<file path="config.mk">
export PLATFORM = sky130hd
export DESIGN_NAME = usb_core_reset_gating_dma
export DESIGN_NICKNAME = d
export VERILOG_FILES = /design/src/rtl/usb_core_reset_gating_dma.v /design/src/rtl/shared_rx_fifo.v
export VERILOG_INCLUDE_DIRS = /design/src /design/src/rtl
export SDC_FILE = /design/constraint.sdc
export NUM_CORES = 1
export LEC_CHECK = 0
export BUFFER_PORTS_ARGS = -buffer_cell sky130_fd_sc_hd__buf_2
export CAP_MARGIN = 40
export CORE_UTILIZATION = 59
export DETAILED_ROUTE_END_ITERATION = 6
export GPL_TIMING_DRIVEN = 0
export HOLD_SLACK_MARGIN = 0.05
export PLACE_DENSITY = 0.8
export SKIP_CTS_REPAIR_TIMING = 1
export SLEW_MARGIN = 20
export SYNTH_ARGS = -nofsm -noshare
export SYNTH_HDL_FRONTEND = slang
export SYNTH_HIERARCHICAL = 1
export SYNTH_SLANG_ARGS = --single-unit
</file>
<file path="constraint.sdc">
create_clock -name mclk -period 3.61 [get_ports mclk]
set_input_delay 0 -clock mclk [delete_from_list [all_inputs] [get_ports mclk]]
set_output_delay 0 -clock mclk [all_outputs]
set_load 0.05 [all_outputs]
</file>
<file path="src/rtl/usb_ctl_map.vh">
// Register offsets, field positions and timing counts of the USB control slice
`ifndef USB_CTL_MAP_VH
`define USB_CTL_MAP_VH
`define ADDR_W 4
`define OFF_BUS_CONFIG 4'h0
`define OFF_RESET_CONTROL 4'h1
`define OFF_IRQ_MASK_BITS 4'h2
`define OFF_IRQ_STATUS 4'h3
`define OFF_POWER_CLOCK_GATE 4'h4
`define OFF_EP_CONTROL 4'h5
`define OFF_EP_STATUS 4'h6
`define OFF_RX_STATUS 4'h7
`define BIT_GLOBAL_IRQ_MASK 0
`define BIT_HOST_DMA_MODE 1
`define BIT_DESC_DMA 2
`define BIT_CORE_SOFT_RESET 0
`define BIT_PHY_CLOCK_STOP 0
`define IRQ_XFER_DONE 0
`define IRQ_RESUME 1
`define IRQ_SESSION_REQ 2
`define IRQ_RX_FULL 3
`define IRQ_HOST_DMA_DONE 4
`define IRQ_W 5
`define SOFT_RESET_CYCLES 8'h08
`endif

</file>
<file path="src/rtl/usb_core_reset_gating_dma.v">
// Control slice of a USB OTG core: soft reset, OUT endpoint handling, clock gate
// Functional notes
// - Soft reset clears global interrupt mask
// - Unmasked pending cause raises interrupt one clock later
// - Descriptor DMA: NAK OUT after completion
// - Disabled endpoint packet blocks shared FIFO
// - Multi-transfer keeps endpoint enabled after completion
// - Stop bit gates the PHY clock
// - Resume and session detection survive gating
// - Clearing stop bit removes gating
// - Host supports DMA and slave modes
// - DMA notifies CPU only at completion
`timescale 1ns/100ps
`default_nettype none
`include "usb_ctl_map.vh"
module usb_core_reset_gating_dma #(
  parameter EP_N = 4,
  parameter PKT_W = 8,
  parameter FIFO_AW = 3
) (
  input wire mclk,
  input wire reset,
  input wire [`ADDR_W-1:0] addr,
  input wire [31:0] wdata,
  input wire wr,
  input wire rd,
  output reg [31:0] rdata,
  output reg irq,
  // Token side of the OUT endpoints
  input wire out_token,
  input wire [1:0] out_ep,
  input wire [PKT_W-1:0] out_data,
  output reg out_ack,
  output reg out_nak,
  // Software drains the FIFO head
  input wire rx_pop,
  // Line events from the PHY, asynchronous
  input wire resume_pin,
  input wire session_req_pin,
  // Host DMA word traffic
  input wire host_dma_beat,
  input wire host_dma_last,
  output reg host_dma_active,
  output reg phy_clk_en
);
  reg [2:0] bus_cfg_q;
  reg soft_rst_q;
  reg [7:0] rst_cnt_q;
  reg [`IRQ_W-1:0] mask_q;
  reg [`IRQ_W-1:0] stat_q;
  reg stop_q;
  reg [EP_N-1:0] ep_en_q;
  reg [EP_N-1:0] ep_multi_transfer_keep_q;
  reg [EP_N-1:0] ep_xfer_q;
  reg [7:0] xfer_len_q;
  reg [2:0] res_s_q;
  reg [2:0] ses_s_q;
  reg res_lvl_q;
  reg ses_lvl_q;
  reg dma_busy_q;
  wire core_rst = reset | soft_rst_q;
  wire [PKT_W+1:0] fifo_head;
  wire fifo_empty;
  wire fifo_full;
  wire [1:0] head_ep = fifo_head[PKT_W+1:PKT_W];
  wire target_en = ep_en_q[out_ep];
  wire accept = out_token && !fifo_full && (target_en || !bus_cfg_q[`BIT_DESC_DMA]);
  // A parked packet for a disabled endpoint holds the head and blocks all others
  wire pop_ok = rx_pop && !fifo_empty && ep_en_q[head_ep];
  wire [EP_N-1:0] done_vec;
  wire res_rise = res_s_q[2] & res_s_q[1] & !res_lvl_q;
  wire ses_rise = ses_s_q[2] & ses_s_q[1] & !ses_lvl_q;
  wire host_done = bus_cfg_q[`BIT_HOST_DMA_MODE] && host_dma_beat && host_dma_last;
  wire [`IRQ_W-1:0] events;

  // Register strobe decode shared by the write strobes and the status read strobe
  function reg_hit;
    input strobe;
    input [`ADDR_W-1:0] a;
    input [`ADDR_W-1:0] idx;
    begin
      reg_hit = strobe && (a == idx);
    end
  endfunction

  wire wr_cfg = reg_hit(wr, addr, `OFF_BUS_CONFIG);
  wire wr_rst = reg_hit(wr, addr, `OFF_RESET_CONTROL);
  wire wr_mask = reg_hit(wr, addr, `OFF_IRQ_MASK_BITS);
  wire wr_gate = reg_hit(wr, addr, `OFF_POWER_CLOCK_GATE);
  wire wr_ep = reg_hit(wr, addr, `OFF_EP_CONTROL);
  wire rd_stat = reg_hit(rd, addr, `OFF_IRQ_STATUS);

  function [31:0] zext5;
    input [`IRQ_W-1:0] v;
    begin
      zext5 = {{(32-`IRQ_W){1'b0}}, v};
    end
  endfunction

  shared_rx_fifo #(
    .W(PKT_W + 2),
    .AW(FIFO_AW)
  ) u_fifo (
    .mclk(mclk),
    .clr(core_rst),
    .push(accept),
    .push_data({out_ep, out_data}),
    .pop(pop_ok),
    .head(fifo_head),
    .empty(fifo_empty),
    .full(fifo_full)
  );

  // Per-endpoint completion counters, each private to its endpoint
  genvar g;
  generate
    for (g = 0; g < EP_N; g = g + 1) begin : g_ep
      reg [7:0] cnt_q;
      wire head_here = pop_ok && (head_ep == g);
      assign done_vec[g] = head_here && (cnt_q == 8'h01);
      always @(posedge mclk) begin
        if (core_rst) begin
          cnt_q <= 8'h00;
        end else if (wr_ep && wdata[g]) begin
          cnt_q <= xfer_len_q;
        end else if (head_here && cnt_q != 8'h00) begin
          cnt_q <= cnt_q - 8'h01;
        end
      end
    end
  endgenerate

  assign events[`IRQ_XFER_DONE] = |done_vec;
  assign events[`IRQ_RESUME] = res_rise;
  assign events[`IRQ_SESSION_REQ] = ses_rise;
  assign events[`IRQ_RX_FULL] = fifo_full & out_token;
  assign events[`IRQ_HOST_DMA_DONE] = host_done;

  // Line detectors on the free-running system clock, never gated
  always @(posedge mclk) begin
    if (reset) begin
      res_s_q <= 3'h0;
      ses_s_q <= 3'h0;
      res_lvl_q <= 1'b0;
      ses_lvl_q <= 1'b0;
    end else begin
      res_s_q <= {res_s_q[1:0], resume_pin};
      ses_s_q <= {ses_s_q[1:0], session_req_pin};
      if (res_s_q[2] == res_s_q[1])
        res_lvl_q <= res_s_q[2];
      if (ses_s_q[2] == ses_s_q[1])
        ses_lvl_q <= ses_s_q[2];
    end
  end

  // Soft reset sequencer
  always @(posedge mclk) begin
    if (reset) begin
      soft_rst_q <= 1'b0;
      rst_cnt_q <= 8'h00;
    end else if (soft_rst_q) begin
      if (rst_cnt_q == 8'h01)
        soft_rst_q <= 1'b0;
      rst_cnt_q <= rst_cnt_q - 8'h01;
    end else if (wr_rst && wdata[`BIT_CORE_SOFT_RESET]) begin
      soft_rst_q <= 1'b1;
      rst_cnt_q <= `SOFT_RESET_CYCLES;
    end
  end

  // Configuration and endpoint control
  always @(posedge mclk) begin
    if (core_rst) begin
      bus_cfg_q <= 3'h0;
      mask_q <= {`IRQ_W{1'b0}};
      ep_en_q <= {EP_N{1'b0}};
      ep_multi_transfer_keep_q <= {EP_N{1'b0}};
      xfer_len_q <= 8'h01;
    end else begin
      if (wr_cfg)
        bus_cfg_q <= wdata[2:0];
      if (wr_mask)
        mask_q <= wdata[`IRQ_W-1:0];
      if (wr_ep) begin
        ep_en_q <= ep_en_q | wdata[EP_N-1:0];
        ep_multi_transfer_keep_q <= wdata[8+EP_N-1:8];
        xfer_len_q <= wdata[23:16];
      end else begin
        // Multi-transfer endpoints stay enabled and share the chain with software
        ep_en_q <= ep_en_q & ~(done_vec & ~ep_multi_transfer_keep_q);
      end
    end
  end

  // Clock stop lives outside the soft reset so a soft reset cannot wake the PHY
  always @(posedge mclk) begin
    if (reset) begin
      stop_q <= 1'b0;
      phy_clk_en <= 1'b1;
    end else begin
      if (wr_gate)
        stop_q <= wdata[`BIT_PHY_CLOCK_STOP];
      phy_clk_en <= !stop_q;
    end
  end

  // Status bits: set wins over the read that clears them
  always @(posedge mclk) begin
    if (core_rst) begin
      stat_q <= {`IRQ_W{1'b0}};
    end else if (rd_stat) begin
      stat_q <= events;
    end else begin
      stat_q <= stat_q | events;
    end
  end

  // Host DMA progress: CPU hears only of the last beat
  always @(posedge mclk) begin
    if (core_rst) begin
      dma_busy_q <= 1'b0;
    end else if (bus_cfg_q[`BIT_HOST_DMA_MODE] && host_dma_beat) begin
      dma_busy_q <= !host_dma_last;
    end
  end

  // Token answers
  always @(posedge mclk) begin
    if (core_rst) begin
      out_ack <= 1'b0;
      out_nak <= 1'b0;
      ep_xfer_q <= {EP_N{1'b0}};
    end else begin
      out_ack <= accept;
      out_nak <= out_token && !accept;
      ep_xfer_q <= ep_en_q;
    end
  end

  // Outputs and read port
  always @(posedge mclk) begin
    if (reset) begin
      irq <= 1'b0;
      host_dma_active <= 1'b0;
      rdata <= 32'h00000000;
    end else begin
      irq <= bus_cfg_q[`BIT_GLOBAL_IRQ_MASK] && |(stat_q & mask_q);
      host_dma_active <= dma_busy_q;
      rdata <= 32'h00000000;
      if (rd) begin
        case (addr)
          `OFF_BUS_CONFIG: rdata <= {29'h0, bus_cfg_q};
          `OFF_RESET_CONTROL: rdata <= {31'h0, soft_rst_q};
          `OFF_IRQ_MASK_BITS: rdata <= zext5(mask_q);
          `OFF_IRQ_STATUS: rdata <= zext5(stat_q);
          `OFF_POWER_CLOCK_GATE: rdata <= {31'h0, stop_q};
          `OFF_EP_CONTROL: rdata <= {8'h0, xfer_len_q, 4'h0, ep_multi_transfer_keep_q, 4'h0, ep_en_q};
          `OFF_EP_STATUS: rdata <= {24'h0, 4'h0, ep_xfer_q};
          `OFF_RX_STATUS: rdata <= {16'h0, 4'h0, fifo_full, fifo_empty, fifo_head};
          default: rdata <= 32'h00000000;
        endcase
      end
    end
  end
endmodule
`default_nettype wire

</file>
<file path="src/rtl/shared_rx_fifo.v">
// Shared receive FIFO holding endpoint-tagged OUT packets
`timescale 1ns/100ps
`default_nettype none
module shared_rx_fifo #(
  parameter W = 12,
  parameter AW = 3
) (
  input wire mclk,
  input wire clr,
  input wire push,
  input wire [W-1:0] push_data,
  input wire pop,
  output wire [W-1:0] head,
  output wire empty,
  output wire full
);
  reg [W-1:0] mem [0:(1<<AW)-1];
  reg [AW:0] wp_q;
  reg [AW:0] rp_q;
  assign empty = (wp_q == rp_q);
  assign full = (wp_q[AW] != rp_q[AW]) && (wp_q[AW-1:0] == rp_q[AW-1:0]);
  assign head = mem[rp_q[AW-1:0]];
  always @(posedge mclk) begin
    if (push && !full)
      mem[wp_q[AW-1:0]] <= push_data;
  end
  always @(posedge mclk) begin
    if (clr) begin
      wp_q <= {(AW+1){1'b0}};
      rp_q <= {(AW+1){1'b0}};
    end else begin
      if (push && !full)
        wp_q <= wp_q + 1'b1;
      if (pop && !empty)
        rp_q <= rp_q + 1'b1;
    end
  end
endmodule
`default_nettype wire

</file>
==> summary.md <==
| Metric | Value |
|---|---|
| DR DRC count | 0 |
| Largest net degree at the start of global routing | 20 |
| Final GP Congestion | 0.879 |
| Level count of the clock H-tree | 4 |
| CP arrival | roughly 3.2 ns |
| Setup violators final | 0 |
| Die Ht | 124 um |
| Maxcap violations | 0 |
| Fin crit share | 0.851 |
| CP Max Fanout | 11 |
| Crit end category | flip-flop |
| Largest stage delay on the critical path | 0.58 ns |
| Skew-Pair Late Insertion Delay | roughly 0.45 ns |
| Peak VDD IR | 0.607 mV |
| Critical-path cell list | buf_2 -> xor2_1 -> nor4_4 -> nand3b_1 -> inv_1 -> inv_1 -> or3_1 -> nor3b_2 -> buf_6 |
| Seq/Total Area, Yosys | 0.547 |
| CP startpoint kind | flip-flop |
| CP Class | reg2reg |
| DR vias | 6,618 |
| CTS clk-pin slew, worst paths | 0.07 ns |
| Core box area | approximately 0.015 mm2 |
| # clock sinks | 200 |
| Final Max Tran Viols | 0 |
| Global route total overflow | 0 |
| Top-count cell post-synth | dfxtp_1 |
| WL final | roughly 21,000 um |
| Total CTS buffers | 17 |
| Syn_area_per_cell | between 10 and 15 um2 |
| Kind of cell adding the most delay to the critical path | simple AND/OR/NAND/NOR gates |
| Status | finished clean |
| Row count | 44 |
| Clock root buffer | clkbuf_16 |
| Die width | 124 um |
| Leak | around 3.8 nW |
| Synth cell count leaders | dfxtp_1 (120), edfxtp_1 (80), nand2_1 (60) |
| WL/cell | 19.4 um |
| Yosys cell types | 78 |
| Sequential Area | 0.00480 mm2 |
| Hold WC Path Type | in2reg |
| Fmax | 325 MHz |
| Area delta synth->final | 19.1% |
| Crit path top cell by count | inv_1 |
| Synth Cell Area | 0.00878 mm2 |
| Setup TNS | 0 ns |
| Worst Tran Pin Value | 0.864 ns |
| Share of layout cells above drive strength 1 | 0.221 |
| Synth Warn # | 6 |
| Cells taking the most area after synthesis | dfxtp_1 (27%), edfxtp_1 (27%), mux4_2 (5.9%), a21oi_1 (3.2%), nand2_1 (2.6%) |
| Antenna cells | 0 |
| Slowest cell on crit path | nor3b_2 |
| Port Buffers | 63 |
| DR vias/cell | 6.02 |
| TritonCTS clock tree | built |
| Cells after synthesis | ~760 |
| Fillers | approximately 1,000 |
| Largest area contributor in the netlist | dfxtp_1 |
| Power Density | around 450 mW/mm2 |
| Data required time at the worst endpoint | ~3.8 ns |
| Area of the multi-input gates | 0.00375 mm2 |
| Worst hold slack | roughly 0.025 ns |
| Flops & latches, synth | 200 |
| RSZ-0062 raised after global routing | no |
| Drt first pass iters | 6 |
| Final ANT Viol Nets | 0 |
| Buf/Inv on CP | 4 |
| Clock buffer depth | 2 |
| Vias in the first global route | 6,212 |
| Drt initial violations | 698 |
| Final non-filler cell total | 1,100 |
| First-pass GRT wire length | 32,000 um |
| Nets | 973 |
| Die area | 0.0154 mm2 |
| # IOs | 93 |
| Synth top area share | 0.274 |
| Async SR Flop Fraction | 0 |
| Fin crit period | 3.07 ns |
| EDFF count, synth | 80 |
| Final hold vios | 0 |
| Dominant synthesized flop cell | dfxtp_1 |
| Initial Util | 0.604 |
| Detailed placer's ending HPWL | 14,500 um |
| Initial antenna violation count | 0 |
| Placed cells | 1,031 |
| Clock Skew | roughly 0.009 ns |
| GRT Util Overall | 0.285 |
| Slew margin rel. | 0.423 |
[area by class of cell]
class,count,area share
inverter,15,0.00538
clock inverter,13,0.0140
sequential,200,0.459
buffer,50,0.0251
timing repair buffer,109,0.0732
tap,184,0.0220
clock buffer,19,0.0423
multi-input combinational,510,0.359
[through the flow]
step	worst slack, ns	cell area (um2)	util	power, mW
2_1_floorplan	0.850	8820	-	2.66
3_3_place_gp	-0.304	9370	0.645	2.74
3_5_place_dp	0.547	9500	0.654	2.76
4_1_cts	0.503	10100	0.694	4.66
5_1_grt	0.387	10500	0.720	4.82
6_report	0.536	10500	0.720	4.68
[where the power goes]
group / total [mW] / switching (mW) / internal [mW]
Sequential: 2.41 / 0.0214 / 2.39
Clock: 1.93 / 0.920 / 1.01
Combinational: 0.345 / 0.215 / 0.130
[kinds of logic after synthesis]
family                   Yosys count  share of synthesized area
XOR/XNOR                          29                     0.0289
multiplexers                      59                      0.104
other                              1                   0.000427
flip-flops                       200                      0.547
AO/OA/AOI/OAI                    133                     0.0959
AND/OR/NAND/NOR                  263                      0.167
buffers and inverters             65                     0.0363
adder cells (fa/ha/maj)           14                     0.0199
[sequential cells by signal, indices dropped and copies added (netlist names), 4 cells and up, named ones only]
name / flops
ep_en_q: 4
mask_q: 5
xfer_len_q: 8
u_fifo/rp_q: 4
ep_multi_transfer_keep_q: 4
u_fifo/mem: 80
stat_q: 5
g_ep.cnt_q: 32
rst_cnt_q: 8
rdata: 20
ep_xfer_q: 4
u_fifo/wp_q: 4
[routing by layer]
metal  routed length (um)  GRT usage
met1                 8840      0.370
met2                10400      0.453
met3                 1520     0.0659
met4                  607      0.134
met5                    0          0
[tightest hold or removal path: cells and delay by family]
kind	cells	cell delay, ns
AND/OR/NAND/NOR	2	0.25
buffers and inverters	1	0.11
AO/OA/AOI/OAI	1	0.05
[worst paths after layout]
kind | from | end | slack [ns] | cells past startpoint
worst max-delay path | u_fifo/wp_q[0]$_SDFFE_PP0P_ | u_fifo/mem[4][2]$_DFFE_PP_ | 0.54 | 9
worst min-delay path | addr[2] | stop_q$_SDFFE_PP0P_ | 0.02 | 4
worst max register to register | u_fifo/wp_q[0]$_SDFFE_PP0P_ | u_fifo/mem[4][2]$_DFFE_PP_ | 0.54 | 9
worst min register to register | stop_q$_SDFFE_PP0P_ | phy_clk_en$_SDFF_PP1_ | 0.43 | 1
[cells in the final DEF (no fill, tap or decap), types with 6 or more instances in the layout]
master and instances:
dfxtp_1 120, edfxtp_1 80, buf_2 79, nand2_1 60, a21oi_1 56, nor2_1 41, dlygate4sd3_1 37, o21ai_0 31
nor2b_1 24, mux4_2 23, nand3_1 22, clkbuf_1 18, and2_1 17, buf_4 17, xor2_1 17, mux2i_1 17
clkbuf_16 17, mux2_2 16, nor3_1 15, inv_1 14, ha_1 14, xnor2_1 12, conb_1 12, nand4_1 9
nand2b_1 8, nor4_1 8, or3_1 7, nand4b_1 6, a22oi_1 6
No activity file was read; power rests on OpenSTA's default activity.
